<file path="config.mk">
export PLATFORM = sky130hd
export DESIGN_NAME = vectored_interrupt_controller
export DESIGN_NICKNAME = d
export VERILOG_FILES = /design/src/core/irq_ctrl_pkg.sv /design/src/core/vectored_interrupt_controller.sv
export SDC_FILE = /design/constraint.sdc
export NUM_CORES = 1
export LEC_CHECK = 0
export BUFFER_PORTS_ARGS = -buffer_cell sky130_fd_sc_hd__buf_4
export CORE_MARGIN = 3
export CORE_UTILIZATION = 43
export DETAILED_ROUTE_END_ITERATION = 6
export GPL_TIMING_DRIVEN = 0
export HOLD_SLACK_MARGIN = 0.06
export PLACE_DENSITY = 0.8
export SYNTH_ARGS = -nofsm -noshare
export SYNTH_HDL_FRONTEND = slang
export SYNTH_SLANG_ARGS = --single-unit
</file>
<file path="constraint.sdc">
create_clock -name clk -period 2.2 [get_ports clk]
set_input_delay 0.22 -clock clk [delete_from_list [all_inputs] [get_ports clk]]
set_output_delay 0.22 -clock clk [all_outputs]
set_load 0.02 [all_outputs]
</file>
<file path="src/core/irq_ctrl_pkg.sv">
package irq_ctrl_pkg;
	// ============================================================
	// Register map
	localparam logic [7:0] global_irq_enable_addr = 8'h20;
	localparam logic [7:0] endpoint_irq_enable_addr = 8'h21;
	localparam logic [7:0] proc_status_addr = 8'hFF;
	localparam logic [7:0] global_en_reset = 8'h00;
	localparam logic [7:0] endpoint_en_reset = 8'h00;
	localparam logic [7:0] global_en_mask = 8'h6F;
	localparam logic [7:0] endpoint_en_mask = 8'h1F;
	localparam int status_gie_bit = 2;
	localparam int status_pending_bit = 7;
	// ============================================================
	// Sources, one bit each, vector number minus one
	localparam int num_sources = 12;
	localparam int src_bus_reset = 0;
	localparam int src_timer_128us = 1;
	localparam int src_timer_1ms = 2;
	localparam int src_addr_a_ep0 = 3;
	localparam int src_addr_a_ep1 = 4;
	localparam int src_addr_a_ep2 = 5;
	localparam int src_addr_b_ep0 = 6;
	localparam int src_addr_b_ep1 = 7;
	localparam int src_hub = 8;
	localparam int src_dac = 9;
	localparam int src_gpio = 10;
	localparam int src_i2c = 11;
	// Global enable bit positions
	localparam int gen_bus_reset = 0;
	localparam int gen_timer_128us = 1;
	localparam int gen_timer_1ms = 2;
	localparam int gen_hub = 3;
	localparam int gen_gpio = 5;
	localparam int gen_i2c = 6;
	localparam int ep_en_count = 5;
	// ============================================================
	// Vector table and timing
	localparam logic [15:0] reset_vector = 16'h0000;
	localparam logic [15:0] vector_base = 16'h0002;
	localparam logic [15:0] vector_stride = 16'h0002;
	localparam int call_cycles = 10;
	localparam int jump_cycles = 5;
	localparam int seq_cnt_w = 4;
	typedef struct packed {
		logic [7:0] addr;
		logic [7:0] wdata;
		logic wr;
		logic rd;
	} reg_req_t;
	typedef struct packed {
		logic [15:0] pc;
		logic carry_flag;
		logic zero_flag;
	} stack_frame_t;
	typedef enum logic [1:0] {
		st_idle = 2'b00,
		st_call = 2'b01
	} seq_state_t;
endpackage

</file>
<file path="src/core/vectored_interrupt_controller.sv">
`timescale 1ns/1ps
module vectored_interrupt_controller
	import irq_ctrl_pkg::*;
(
	input wire logic clk,
	input wire logic rst,
	input wire reg_req_t reg_req,
	output logic [7:0] reg_rdata,
	input wire logic [num_sources-1:0] src_event,
	input wire logic instr_done,
	input wire logic enable_irq_instr,
	input wire logic disable_irq_instr,
	input wire logic return_from_irq_instr,
	input wire stack_frame_t cpu_frame,
	input wire stack_frame_t stack_top,
	output logic call_start,
	output logic call_busy,
	output logic [15:0] call_vector,
	output logic stack_push,
	output stack_frame_t push_frame,
	output logic restore_valid,
	output stack_frame_t restore_frame,
	output logic [15:0] fetch_start_addr,
	output logic global_irq_en
);
	// ============================================================
	// Helpers
	// Vector slot of a source; slot zero stays the reset entry
	function automatic logic [15:0] vector_of(input logic [3:0] idx);
		vector_of = vector_base + vector_stride * {12'h000, idx};
	endfunction

	// Fixed chain from vector 1 down; a bus reset beats every other source
	function automatic logic [3:0] pick_first(input logic [num_sources-1:0] req);
		if (req[src_bus_reset]) begin
			pick_first = 4'(src_bus_reset);
		end else if (req[src_timer_128us]) begin
			pick_first = 4'(src_timer_128us);
		end else if (req[src_timer_1ms]) begin
			pick_first = 4'(src_timer_1ms);
		end else if (req[src_addr_a_ep0]) begin
			pick_first = 4'(src_addr_a_ep0);
		end else if (req[src_addr_a_ep1]) begin
			pick_first = 4'(src_addr_a_ep1);
		end else if (req[src_addr_a_ep2]) begin
			pick_first = 4'(src_addr_a_ep2);
		end else if (req[src_addr_b_ep0]) begin
			pick_first = 4'(src_addr_b_ep0);
		end else if (req[src_addr_b_ep1]) begin
			pick_first = 4'(src_addr_b_ep1);
		end else if (req[src_hub]) begin
			pick_first = 4'(src_hub);
		end else if (req[src_dac]) begin
			pick_first = 4'(src_dac);
		end else if (req[src_gpio]) begin
			pick_first = 4'(src_gpio);
		end else if (req[src_i2c]) begin
			pick_first = 4'(src_i2c);
		end else begin
			pick_first = 4'(src_bus_reset);
		end
	endfunction

	// Mask of one source, used to clear only the flag being served
	function automatic logic [num_sources-1:0] onehot_of(input logic [3:0] idx);
		onehot_of = num_sources'(1) << idx;
	endfunction

	// Places a one-bit flag at its position in a status byte
	function automatic logic [7:0] bit_at(input logic flag, input int pos);
		bit_at = 8'(flag) << pos;
	endfunction

	// Only implemented bits are kept; reserved bits always read zero
	function automatic logic [7:0] masked(input logic [7:0] data, input logic [7:0] mask);
		masked = data & mask;
	endfunction

	// ============================================================
	// State
	// Software-visible enables and their next values
	logic [7:0] global_irq_enable;
	logic [7:0] endpoint_irq_enable;
	logic [7:0] next_global_irq_enable;
	logic [7:0] next_endpoint_irq_enable;

	// One flag per source, plus the sense bit and the CPU's global enable
	logic [num_sources-1:0] pending;
	logic irq_sense;
	logic next_irq_sense;
	logic next_global_irq_en;

	// CALL sequencer
	seq_state_t state;
	seq_state_t next_state;
	logic [seq_cnt_w-1:0] seq_cnt;
	logic [seq_cnt_w-1:0] next_seq_cnt;

	// ============================================================
	// Register decode
	wire addr_is_global = reg_req.addr == global_irq_enable_addr;
	wire addr_is_endpoint = reg_req.addr == endpoint_irq_enable_addr;
	wire addr_is_status = reg_req.addr == proc_status_addr;

	wire reg_wr_global = reg_req.wr && addr_is_global;
	wire reg_wr_endpoint = reg_req.wr && addr_is_endpoint;

	// A write replaces the whole field; reserved bits are dropped
	assign next_global_irq_enable = reg_wr_global
		? masked(reg_req.wdata, global_en_mask) : global_irq_enable;
	assign next_endpoint_irq_enable = reg_wr_endpoint
		? masked(reg_req.wdata, endpoint_en_mask) : endpoint_irq_enable;

	always_ff @(posedge clk or posedge rst) begin
		if (rst) begin
			global_irq_enable <= global_en_reset;
		end else begin
			global_irq_enable <= next_global_irq_enable;
		end
	end

	always_ff @(posedge clk or posedge rst) begin
		if (rst) begin
			endpoint_irq_enable <= endpoint_en_reset;
		end else begin
			endpoint_irq_enable <= next_endpoint_irq_enable;
		end
	end

	// ============================================================
	// Source enables, in vector order
	wire en_bus_reset = global_irq_enable[gen_bus_reset];
	wire en_timer_128us = global_irq_enable[gen_timer_128us];
	wire en_timer_1ms = global_irq_enable[gen_timer_1ms];
	// Endpoint bits run A0, A1, A2, B0, B1 upward from bit zero
	wire [ep_en_count-1:0] en_endpoints = endpoint_irq_enable[ep_en_count-1:0];
	wire en_hub = global_irq_enable[gen_hub];
	// No enable bit exists for the DAC, so its flag is kept but never served
	wire en_dac = 1'b0;
	wire en_gpio = global_irq_enable[gen_gpio];
	wire en_i2c = global_irq_enable[gen_i2c];

	wire [num_sources-1:0] src_enable = {
		en_i2c,
		en_gpio,
		en_dac,
		en_hub,
		en_endpoints,
		en_timer_1ms,
		en_timer_128us,
		en_bus_reset
	};

	// ============================================================
	// Arbitration
	wire [num_sources-1:0] request = pending & src_enable;
	wire any_request = |request;
	wire any_event = |src_event;

	wire seq_idle = state == st_idle;
	// Only at an instruction boundary, so a half-done instruction is never cut
	wire take = seq_idle && instr_done && global_irq_en && any_request;
	wire [3:0] take_idx = pick_first(request);
	wire [num_sources-1:0] take_onehot = take ? onehot_of(take_idx) : '0;

	// Vector of the winner, latched only on a take
	wire [15:0] take_vector = vector_of(take_idx);

	// ============================================================
	// Pending flags
	// A new event beats the service clear of the same flop, so none is lost
	wire [num_sources-1:0] next_pending = (pending & ~take_onehot) | src_event;

	// Reset clears every flag; otherwise only a take does
	always_ff @(posedge clk or posedge rst) begin
		if (rst) begin
			pending <= '0;
		end else begin
			pending <= next_pending;
		end
	end

	// ============================================================
	// Global enable
	// Take comes first, since clearing the enable is the first service act;
	// enable and return beat disable when they meet in one cycle
	always_comb begin
		next_global_irq_en = global_irq_en;
		if (take) begin
			next_global_irq_en = 1'b0;
		end else if (return_from_irq_instr || enable_irq_instr) begin
			next_global_irq_en = 1'b1;
		end else if (disable_irq_instr) begin
			next_global_irq_en = 1'b0;
		end
	end

	always_ff @(posedge clk or posedge rst) begin
		if (rst) begin
			global_irq_en <= 1'b0;
		end else begin
			global_irq_en <= next_global_irq_en;
		end
	end

	// ============================================================
	// Pending sense
	// Set by any new event, which wins over a take in the same cycle; otherwise a take clears it even if other flags remain
	always_comb begin
		next_irq_sense = irq_sense;
		if (any_event) begin
			next_irq_sense = 1'b1;
		end else if (take) begin
			next_irq_sense = 1'b0;
		end
	end

	always_ff @(posedge clk or posedge rst) begin
		if (rst) begin
			irq_sense <= 1'b0;
		end else begin
			irq_sense <= next_irq_sense;
		end
	end

	// ============================================================
	// Automatic CALL sequencer
	// Busy covers the whole CALL, so no second take can start inside it;
	// the table jump that follows is the CPU's own and is not counted here
	wire call_last = seq_cnt == '0;

	always_comb begin
		next_state = state;
		next_seq_cnt = seq_cnt;
		case (state)
			st_idle: begin
				if (take) begin
					next_state = st_call;
					next_seq_cnt = seq_cnt_w'(call_cycles - 1);
				end
			end
			st_call: begin
				if (call_last) begin
					next_state = st_idle;
				end else begin
					next_seq_cnt = seq_cnt - 1'b1;
				end
			end
			default: begin
				next_state = st_idle;
			end
		endcase
	end

	always_ff @(posedge clk or posedge rst) begin
		if (rst) begin
			state <= st_idle;
			seq_cnt <= '0;
		end else begin
			state <= next_state;
			seq_cnt <= next_seq_cnt;
		end
	end

	assign call_busy = state == st_call;

	// ============================================================
	// CPU side outputs
	// Vector and frames hold between events, so the CPU may sample them late
	wire [15:0] next_call_vector = take ? take_vector : call_vector;
	wire stack_frame_t next_push_frame = take ? cpu_frame : push_frame;
	wire stack_frame_t next_restore_frame = return_from_irq_instr ? stack_top : restore_frame;

	// Call and push are one-cycle pulses on the edge after the take
	always_ff @(posedge clk or posedge rst) begin
		if (rst) begin
			call_start <= 1'b0;
		end else begin
			call_start <= take;
		end
	end

	always_ff @(posedge clk or posedge rst) begin
		if (rst) begin
			stack_push <= 1'b0;
		end else begin
			stack_push <= take;
		end
	end

	always_ff @(posedge clk or posedge rst) begin
		if (rst) begin
			call_vector <= reset_vector;
		end else begin
			call_vector <= next_call_vector;
		end
	end

	always_ff @(posedge clk or posedge rst) begin
		if (rst) begin
			push_frame <= '0;
		end else begin
			push_frame <= next_push_frame;
		end
	end

	// Return hands back the frame stacked by the matching take
	always_ff @(posedge clk or posedge rst) begin
		if (rst) begin
			restore_valid <= 1'b0;
		end else begin
			restore_valid <= return_from_irq_instr;
		end
	end

	always_ff @(posedge clk or posedge rst) begin
		if (rst) begin
			restore_frame <= '0;
		end else begin
			restore_frame <= next_restore_frame;
		end
	end

	// Fetch after any reset starts at the entry ahead of the vectors
	assign fetch_start_addr = reset_vector;

	// ============================================================
	// Register read, one cycle later
	wire [7:0] global_view = masked(global_irq_enable, global_en_mask);
	wire [7:0] endpoint_view = masked(endpoint_irq_enable, endpoint_en_mask);
	// Status byte: only the sense and enable bits are implemented here
	wire [7:0] sense_bit = bit_at(irq_sense, status_pending_bit);
	wire [7:0] enable_bit = bit_at(global_irq_en, status_gie_bit);
	wire [7:0] status_view = sense_bit | enable_bit;

	// Unmapped addresses read zero
	wire [7:0] rd_mux = addr_is_global ? global_view
		: addr_is_endpoint ? endpoint_view
		: addr_is_status ? status_view : 8'h00;
	wire [7:0] next_reg_rdata = reg_req.rd ? rd_mux : 8'h00;

	always_ff @(posedge clk or posedge rst) begin
		if (rst) begin
			reg_rdata <= 8'h00;
		end else begin
			reg_rdata <= next_reg_rdata;
		end
	end
endmodule

</file>
==> results of run 1 <==
[through the flow]
step           total power, mW  std cells
5_1_grt                   4.88        612
2_1_floorplan             2.83        347
4_1_cts                   4.63        610
6_report                  4.60        612
3_5_place_dp              3.52        573
3_3_place_gp              3.44        572
[sequential cells by signal, indices dropped and copies added (netlist names)]
register,count
restore_valid,1
stack_push,1
seq_cnt,4
state,1
endpoint_irq_enable,5
restore_frame,18
irq_sense,1
global_irq_enable,6
global_irq_en,1
push_frame,18
call_vector,5
reg_rdata,8
pending,11
[power by group through the flow]
stage,logic (mW),registers (mW),clock network (mW)
after global placement,1.49,1.95,0
final,1.59,1.93,1.07
after detailed placement,1.55,1.96,0
after CTS,1.59,1.94,1.10
after global routing,1.73,1.97,1.17
after floorplan,0.607,2.22,0
[layer usage]
layer,global-route usage,wire [um],up-vias
met5,0,0,-
met4,0.0691,214,0
met3,0.0718,697,21
met2,0.334,4690,118
met1,0.207,3300,1444
li1,-,-,1398
[critical path: stages, from the launching register on]
cell and delay (ns):
dfrtp_1 0.42, a22o_1 0.30, nor2_1 0.20, a31o_2 0.18
buf_2 0.21, buf_1 0.39, nand2_1 0.11, nand2_1 0.09
[layout by cell type (no fill, tap or decap), drive strengths merged, types with 3 or more instances in the layout]
cell type	Yosys	final
mux2	31	31
a22o	3	3
nor4	5	5
ha	8	8
a21oi	5	5
nand2	71	71
mux2i	3	3
dfrtp	80	80
a22oi	4	4
inv	10	10
o21ai	7	7
dlygate4sd3	0	24
nand4	3	3
clkbuf	1	11
and2	3	3
nand3	10	10
nor2	10	10
conb	1	27
a21o	11	11
buf	36	160
[layout make-up]
cell class | count | area, um^2 | share of cell area
clock inverters | 5 | 56.3 | 0.0109
well taps | 102 | 128 | 0.0246
plain buffers | 37 | 249 | 0.0481
repair buffers | 148 | 1180 | 0.228
inverters | 10 | 41.3 | 0.00797
multi-input cells | 220 | 1380 | 0.267
flip-flops and latches | 80 | 2000 | 0.386
clock buffers | 10 | 138 | 0.0266
[worst max path at each step]
stage,to,cells past startpoint
2_1_floorplan,pending[11]$_DFF_PP0_,8
3_3_place_gp,pending[11]$_DFF_PP0_,8
3_5_place_dp,pending[11]$_DFF_PP0_,8
4_1_cts,pending[11]$_DFF_PP0_,8
5_1_grt,push_frame[5]$_DFFE_PP0P_,7
6_report,push_frame[7]$_DFFE_PP0P_,7
[what timing repair did]
action	4_1_cts	5_1_grt
endpoints found under the hold margin	49	2
endpoints found under the setup margin	0	1
resized for setup	0	1
hold buffers	22	2
[cells by family (layout without fill, tap and decap cells)]
kind of cell	after synthesis	count (layout)	synth area share
flops	80	80	0.561
compound gates	36	36	0.0698
other cells	1	27	0.00105
xor+xnor	2	2	0.00491
simple gates	113	113	0.149
mux	34	34	0.106
buf+inv	47	210	0.0803
fa+ha+maj	8	8	0.0280
==> flow_summary.yaml, run 1 <==
floorplan:
  die_height_um: 97.1
  row_count: 32
  core_area_um2: 7890
  die-width_um: 97.1
  die-area_um2: 9430
  io_pins: 153
  floorplan.initialDensity: 0.453
clock_network:
  cts-root-buf: "clkbuf_8"
  cts_setup_buffers: 0
  cts.path.max_buffers: 2
  tritoncts: "built"
  cts_made_buffers: 9
  clk_latency_ns: 0.35
  cts.clk_slew.worst_paths_ns: 0.08
  htreeDepth: 3
  clock_sinks: 80
min_path:
  holdPathStages: 3
  hold_path.class: "in -> reg"
  whs_endpoint: "push_frame[2]$_DFFE_PP0P_"
  min_from: "cpu_frame[2]"
timing:
  tns_ns: 0
  setup_viol: 0
  fin_ws_ns: 0.234
  rsz0062_at_grt: "false"
  fmaxAchievable_ghz: 0.509
  slew_headroom: 0.428
  maxSlewViolCount: 0
  fin_crit_sh: 0.894
  hold_viol: 0
  tightest_slew_ns: 0.855
  holdWs_ns: 0.0742
  min_period_ns: 1.97
  skew_ns: 0.0113
status:
  outcome: "finished clean"
yosys:
  avgSynthCellArea_um2: 11.1
  synth_edf_count: 0
  synth-async-reset-ratio: 1.00
  synth_top_cells_by_count: "dfrtp_1 (80), nand2_1 (71), mux2_2 (31)"
  synth.cell_area_um2: 3570
  yosysMostFrequentCell: "dfrtp_1"
  yosysTopAreaCellShare: 0.561
  syn_inst: 321
  synth-seq-cells: 80
  synthTopCellsByArea: "dfrtp_1 (56%), mux2_2 (9.8%), nand2_1 (7.5%)"
  synth_ff_type: "dfrtp_1"
  synth_top_area_cell: "dfrtp_1"
  ys_types: 38
  yosysWarnings: 0
  ys_seq_area_frac: 0.561
power_and_ir_drop:
  peakVddDrop_uv: 595
  pwr-share-clk: 0.233
  p_switching_mw: 1.59
  p_leak_nw: 2.62
  switching_share: 0.346
  p_seq_frac: 0.421
  p_int_mw: 3.01
  combinationalPowerShare: 0.346
  power_density_nw_per_um2: 887
setup_path:
  critical_path.max_fanout: 10
  reg2reg_from: "endpoint_irq_enable[4]$_DFFE_PP0P_"
  timing.rr.end: "push_frame[7]$_DFFE_PP0P_"
  r2r_setup_slack_ns: 0.23
  cp-start-kind: "flip-flop"
  worstPathArrival_ns: 2.25
  crit_type: "reg -> reg"
  reg2regPathDepth: 7
  cp.required_ns: 2.49
  crit_start: "endpoint_irq_enable[4]$_DFFE_PP0P_"
  cp-end-kind: "flip-flop"
finish:
  area_delta_synth_final_pct: 45.1
  design_area_um2: 5180
  antenna-diode-count: 0
  drive_above_1_share: 0.408
  nNetsFinal: 586
  final_util: 0.657
  nFillCells: 616
global_routing:
  grt_overflow: 0
  grt_pass1_wl_mm: 14.4
  track_usage: 0.190
  antenna_found_initial: 0
  grt_max_degree: 42
  grt_pass1_vias: 3090
route:
  remaining_drc_errors: 0
  vias_per_cell: 4.87
  drt_iter0_markers: 120
  firstDrtPassIters: 4
  wirelength_mm: 8.90
  routedWlPerCell_um: 14.5
  ant_nets: 0
  vias: 2981
placement:
  pre_cts_slack_ns: 0.221
  gp_congestion: 0.860
  io_buffers: 123
  dp_hpwl_mm: 6.59
  dpl_cell_area_um2: 4740
job:
  maxCapViolCount: 0
(Power assumes the default switching activity.)
==> inputs of run 2 (changes only) <==
--- a/config.mk
+++ b/config.mk
@@ -11,5 +11,5 @@
 export DETAILED_ROUTE_END_ITERATION = 6
 export GPL_TIMING_DRIVEN = 0
-export HOLD_SLACK_MARGIN = 0.06
+export HOLD_SLACK_MARGIN = 0.1
 export PLACE_DENSITY = 0.8
 export SYNTH_ARGS = -nofsm -noshare
==> constraint.sdc (replaced) <==
create_clock -name clk -period 2.2 [get_ports clk]
set_input_delay 0.22 -clock clk [delete_from_list [all_inputs] [get_ports clk]]
set_output_delay 0.22 -clock clk [all_outputs]
set_load 0.05 [all_outputs]
==> run 2 against run 1 <==
Largest power group is now combinational cells. Combinational power grew 42%. Routed wire length grew 6.5%. Critical endpoint is now push_frame[17]$_DFFE_PP0P_. Worst hold slack gained 0.049 ns. Sequential power is essentially flat.
==> flow_summary.yaml, run 2 (synthesized netlist as in run 1, its figures left out) <==
status:
  outcome: "finished clean"
setup_path:
  max_stage_delay_ns: 0.42
  crit_type: "reg -> reg"
  critical_path.max_fanout: 10
  cp.required_ns: 2.49
  crit_buf_inv: 2
  cp-end-kind: "flip-flop"
  cpMaxStageDelayCell: "dfrtp_1"
  crit_top_cell: "nand2_1"
  cp-start-kind: "flip-flop"
  crit_start: "endpoint_irq_enable[4]$_DFFE_PP0P_"
  crit_chain: "a22o_1, nor2_1, a31o_2, buf_2, buf_1, nand2_1, nand2_1"
  worstPathArrival_ns: 2.27
  reg2reg_from: "endpoint_irq_enable[4]$_DFFE_PP0P_"
  cp_top_family: "buffers and inverters"
timing:
  min_period_ns: 1.98
  rsz0062_at_grt: "false"
  maxSlewViolCount: 0
  tightest_slew_ns: 0.869
  fin_crit_sh: 0.901
  setup_viol: 0
  hold_viol: 0
  fmaxAchievable_ghz: 0.505
  slew_headroom: 0.420
  tns_ns: 0
  skew_ns: 0.0128
  fin_ws_ns: 0.218
finish:
  nNetsFinal: 619
  drive_above_1_share: 0.383
  top_regs: "push_frame (18), restore_frame (18), pending (11)"
  area_delta_synth_final_pct: 54.4
  antenna-diode-count: 0
  layout_common_cells: "buf_4 (151), dfrtp_1 (80), nand2_1 (71), dlygate4sd3_1 (57), mux2_2 (31)"
  final_common_cell: "buf_4"
global_routing:
  antenna_found_initial: 0
  track_usage: 0.203
  grt_pass1_vias: 3339
  grt_overflow: 0
  grt_max_degree: 42
  grt_pass1_wl_mm: 15.5
placement:
  io_buffers: 123
  dp_hpwl_mm: 6.59
  gp_congestion: 0.860
  pre_cts_slack_ns: 0.221
min_path:
  min_from: "reg_req[3]"
  hold_path.class: "in -> reg"
clock_network:
  cts-root-buf: "clkbuf_8"
  cts_made_buffers: 9
  cts.path.max_buffers: 2
  clock_sinks: 80
  tritoncts: "built"
  clk_latency_ns: 0.35
  cts.clk_slew.worst_paths_ns: 0.08
  htreeDepth: 3
floorplan:
  floorplan.initialDensity: 0.453
  die-area_um2: 9430
  row_count: 32
  core_area_um2: 7890
  io_pins: 153
  die-width_um: 97.1
  die_height_um: 97.1
route:
  wirelength_mm: 9.49
  ant_nets: 0
  remaining_drc_errors: 0
  vias: 3102
  routedWlPerCell_um: 14.7
  vias_per_cell: 4.81
  drt_iter0_markers: 114
  firstDrtPassIters: 4
power_and_ir_drop:
  p_leak_nw: 2.75
  power_density_nw_per_um2: 957
  peakVddDrop_uv: 671
job:
  maxCapViolCount: 0
==> run 2: per-layer routing <==
metal | GRT usage | wire (um)
met3 | 0.0704 | 664
met4 | 0.0767 | 248
met1 | 0.217 | 3520
met2 | 0.368 | 5050
met5 | 0 | 0
==> run 2: metrics by stage <==
stage | total power [mW] | hold WS, ns | area (um^2) | util | cells
after detailed placement | 4.14 | 0.340 | 4740 | 0.601 | 573
after floorplan | 3.43 | 0.251 | 3670 | - | 347
after CTS | 5.29 | 0.101 | 5490 | 0.696 | 643
final | 5.28 | 0.124 | 5510 | 0.699 | 645
after global placement | 4.06 | 0.338 | 4720 | 0.599 | 572
after global routing | 5.56 | 0.106 | 5510 | 0.699 | 645
==> run 2: where the power goes <==
group	switching [mW]	internal [mW]	leakage [nW]
Combinational	1.51	0.751	1.69
Clock	0.523	0.549	0.0985
Sequential	0.183	1.76	0.960
==> run 2: timing repair <==
item	CTS	global route
hold endpoints to repair	94	3
hold buffers	55	2
resized for setup	0	1
setup endpoints to repair	0	1
buffers inserted	0	0
==> run 2: final timing paths <==
path | slack [ns] | to | depth (start not counted)
worst max-delay path | 0.22 | push_frame[17]$_DFFE_PP0P_ | 7
worst min-delay path | 0.12 | endpoint_irq_enable[1]$_DFFE_PP0P_ | 2
worst max register to register | 0.22 | push_frame[17]$_DFFE_PP0P_ | 7
worst min register to register | 0.48 | push_frame[10]$_DFFE_PP0P_ | 2
max in group asynchronous | 0.91 | pending[11]$_DFF_PP0_ | 4
min in group asynchronous | 0.62 | restore_frame[17]$_DFFE_PP0P_ | 3
==> run 2: worst register-to-register path, stage by stage, from the launching register on <==
cell and delay, ns:
dfrtp_1 0.42, a22o_1 0.30, nor2_1 0.20, a31o_2 0.18, buf_2 0.22, buf_1 0.41
nand2_1 0.12, nand2_1 0.08
==> run 2: area by class of cell <==
cell class / instances / area (um^2)
Timing Repair Buffer: 181 / 1510
Tap cell: 102 / 128
Buffer: 37 / 249
Clock inverter: 5 / 56.3
Inverter: 10 / 41.3
Multi-Input combinational cell: 220 / 1380
Sequential cell: 80 / 2000
Fill cell: 570 / 2380
Clock buffer: 10 / 138
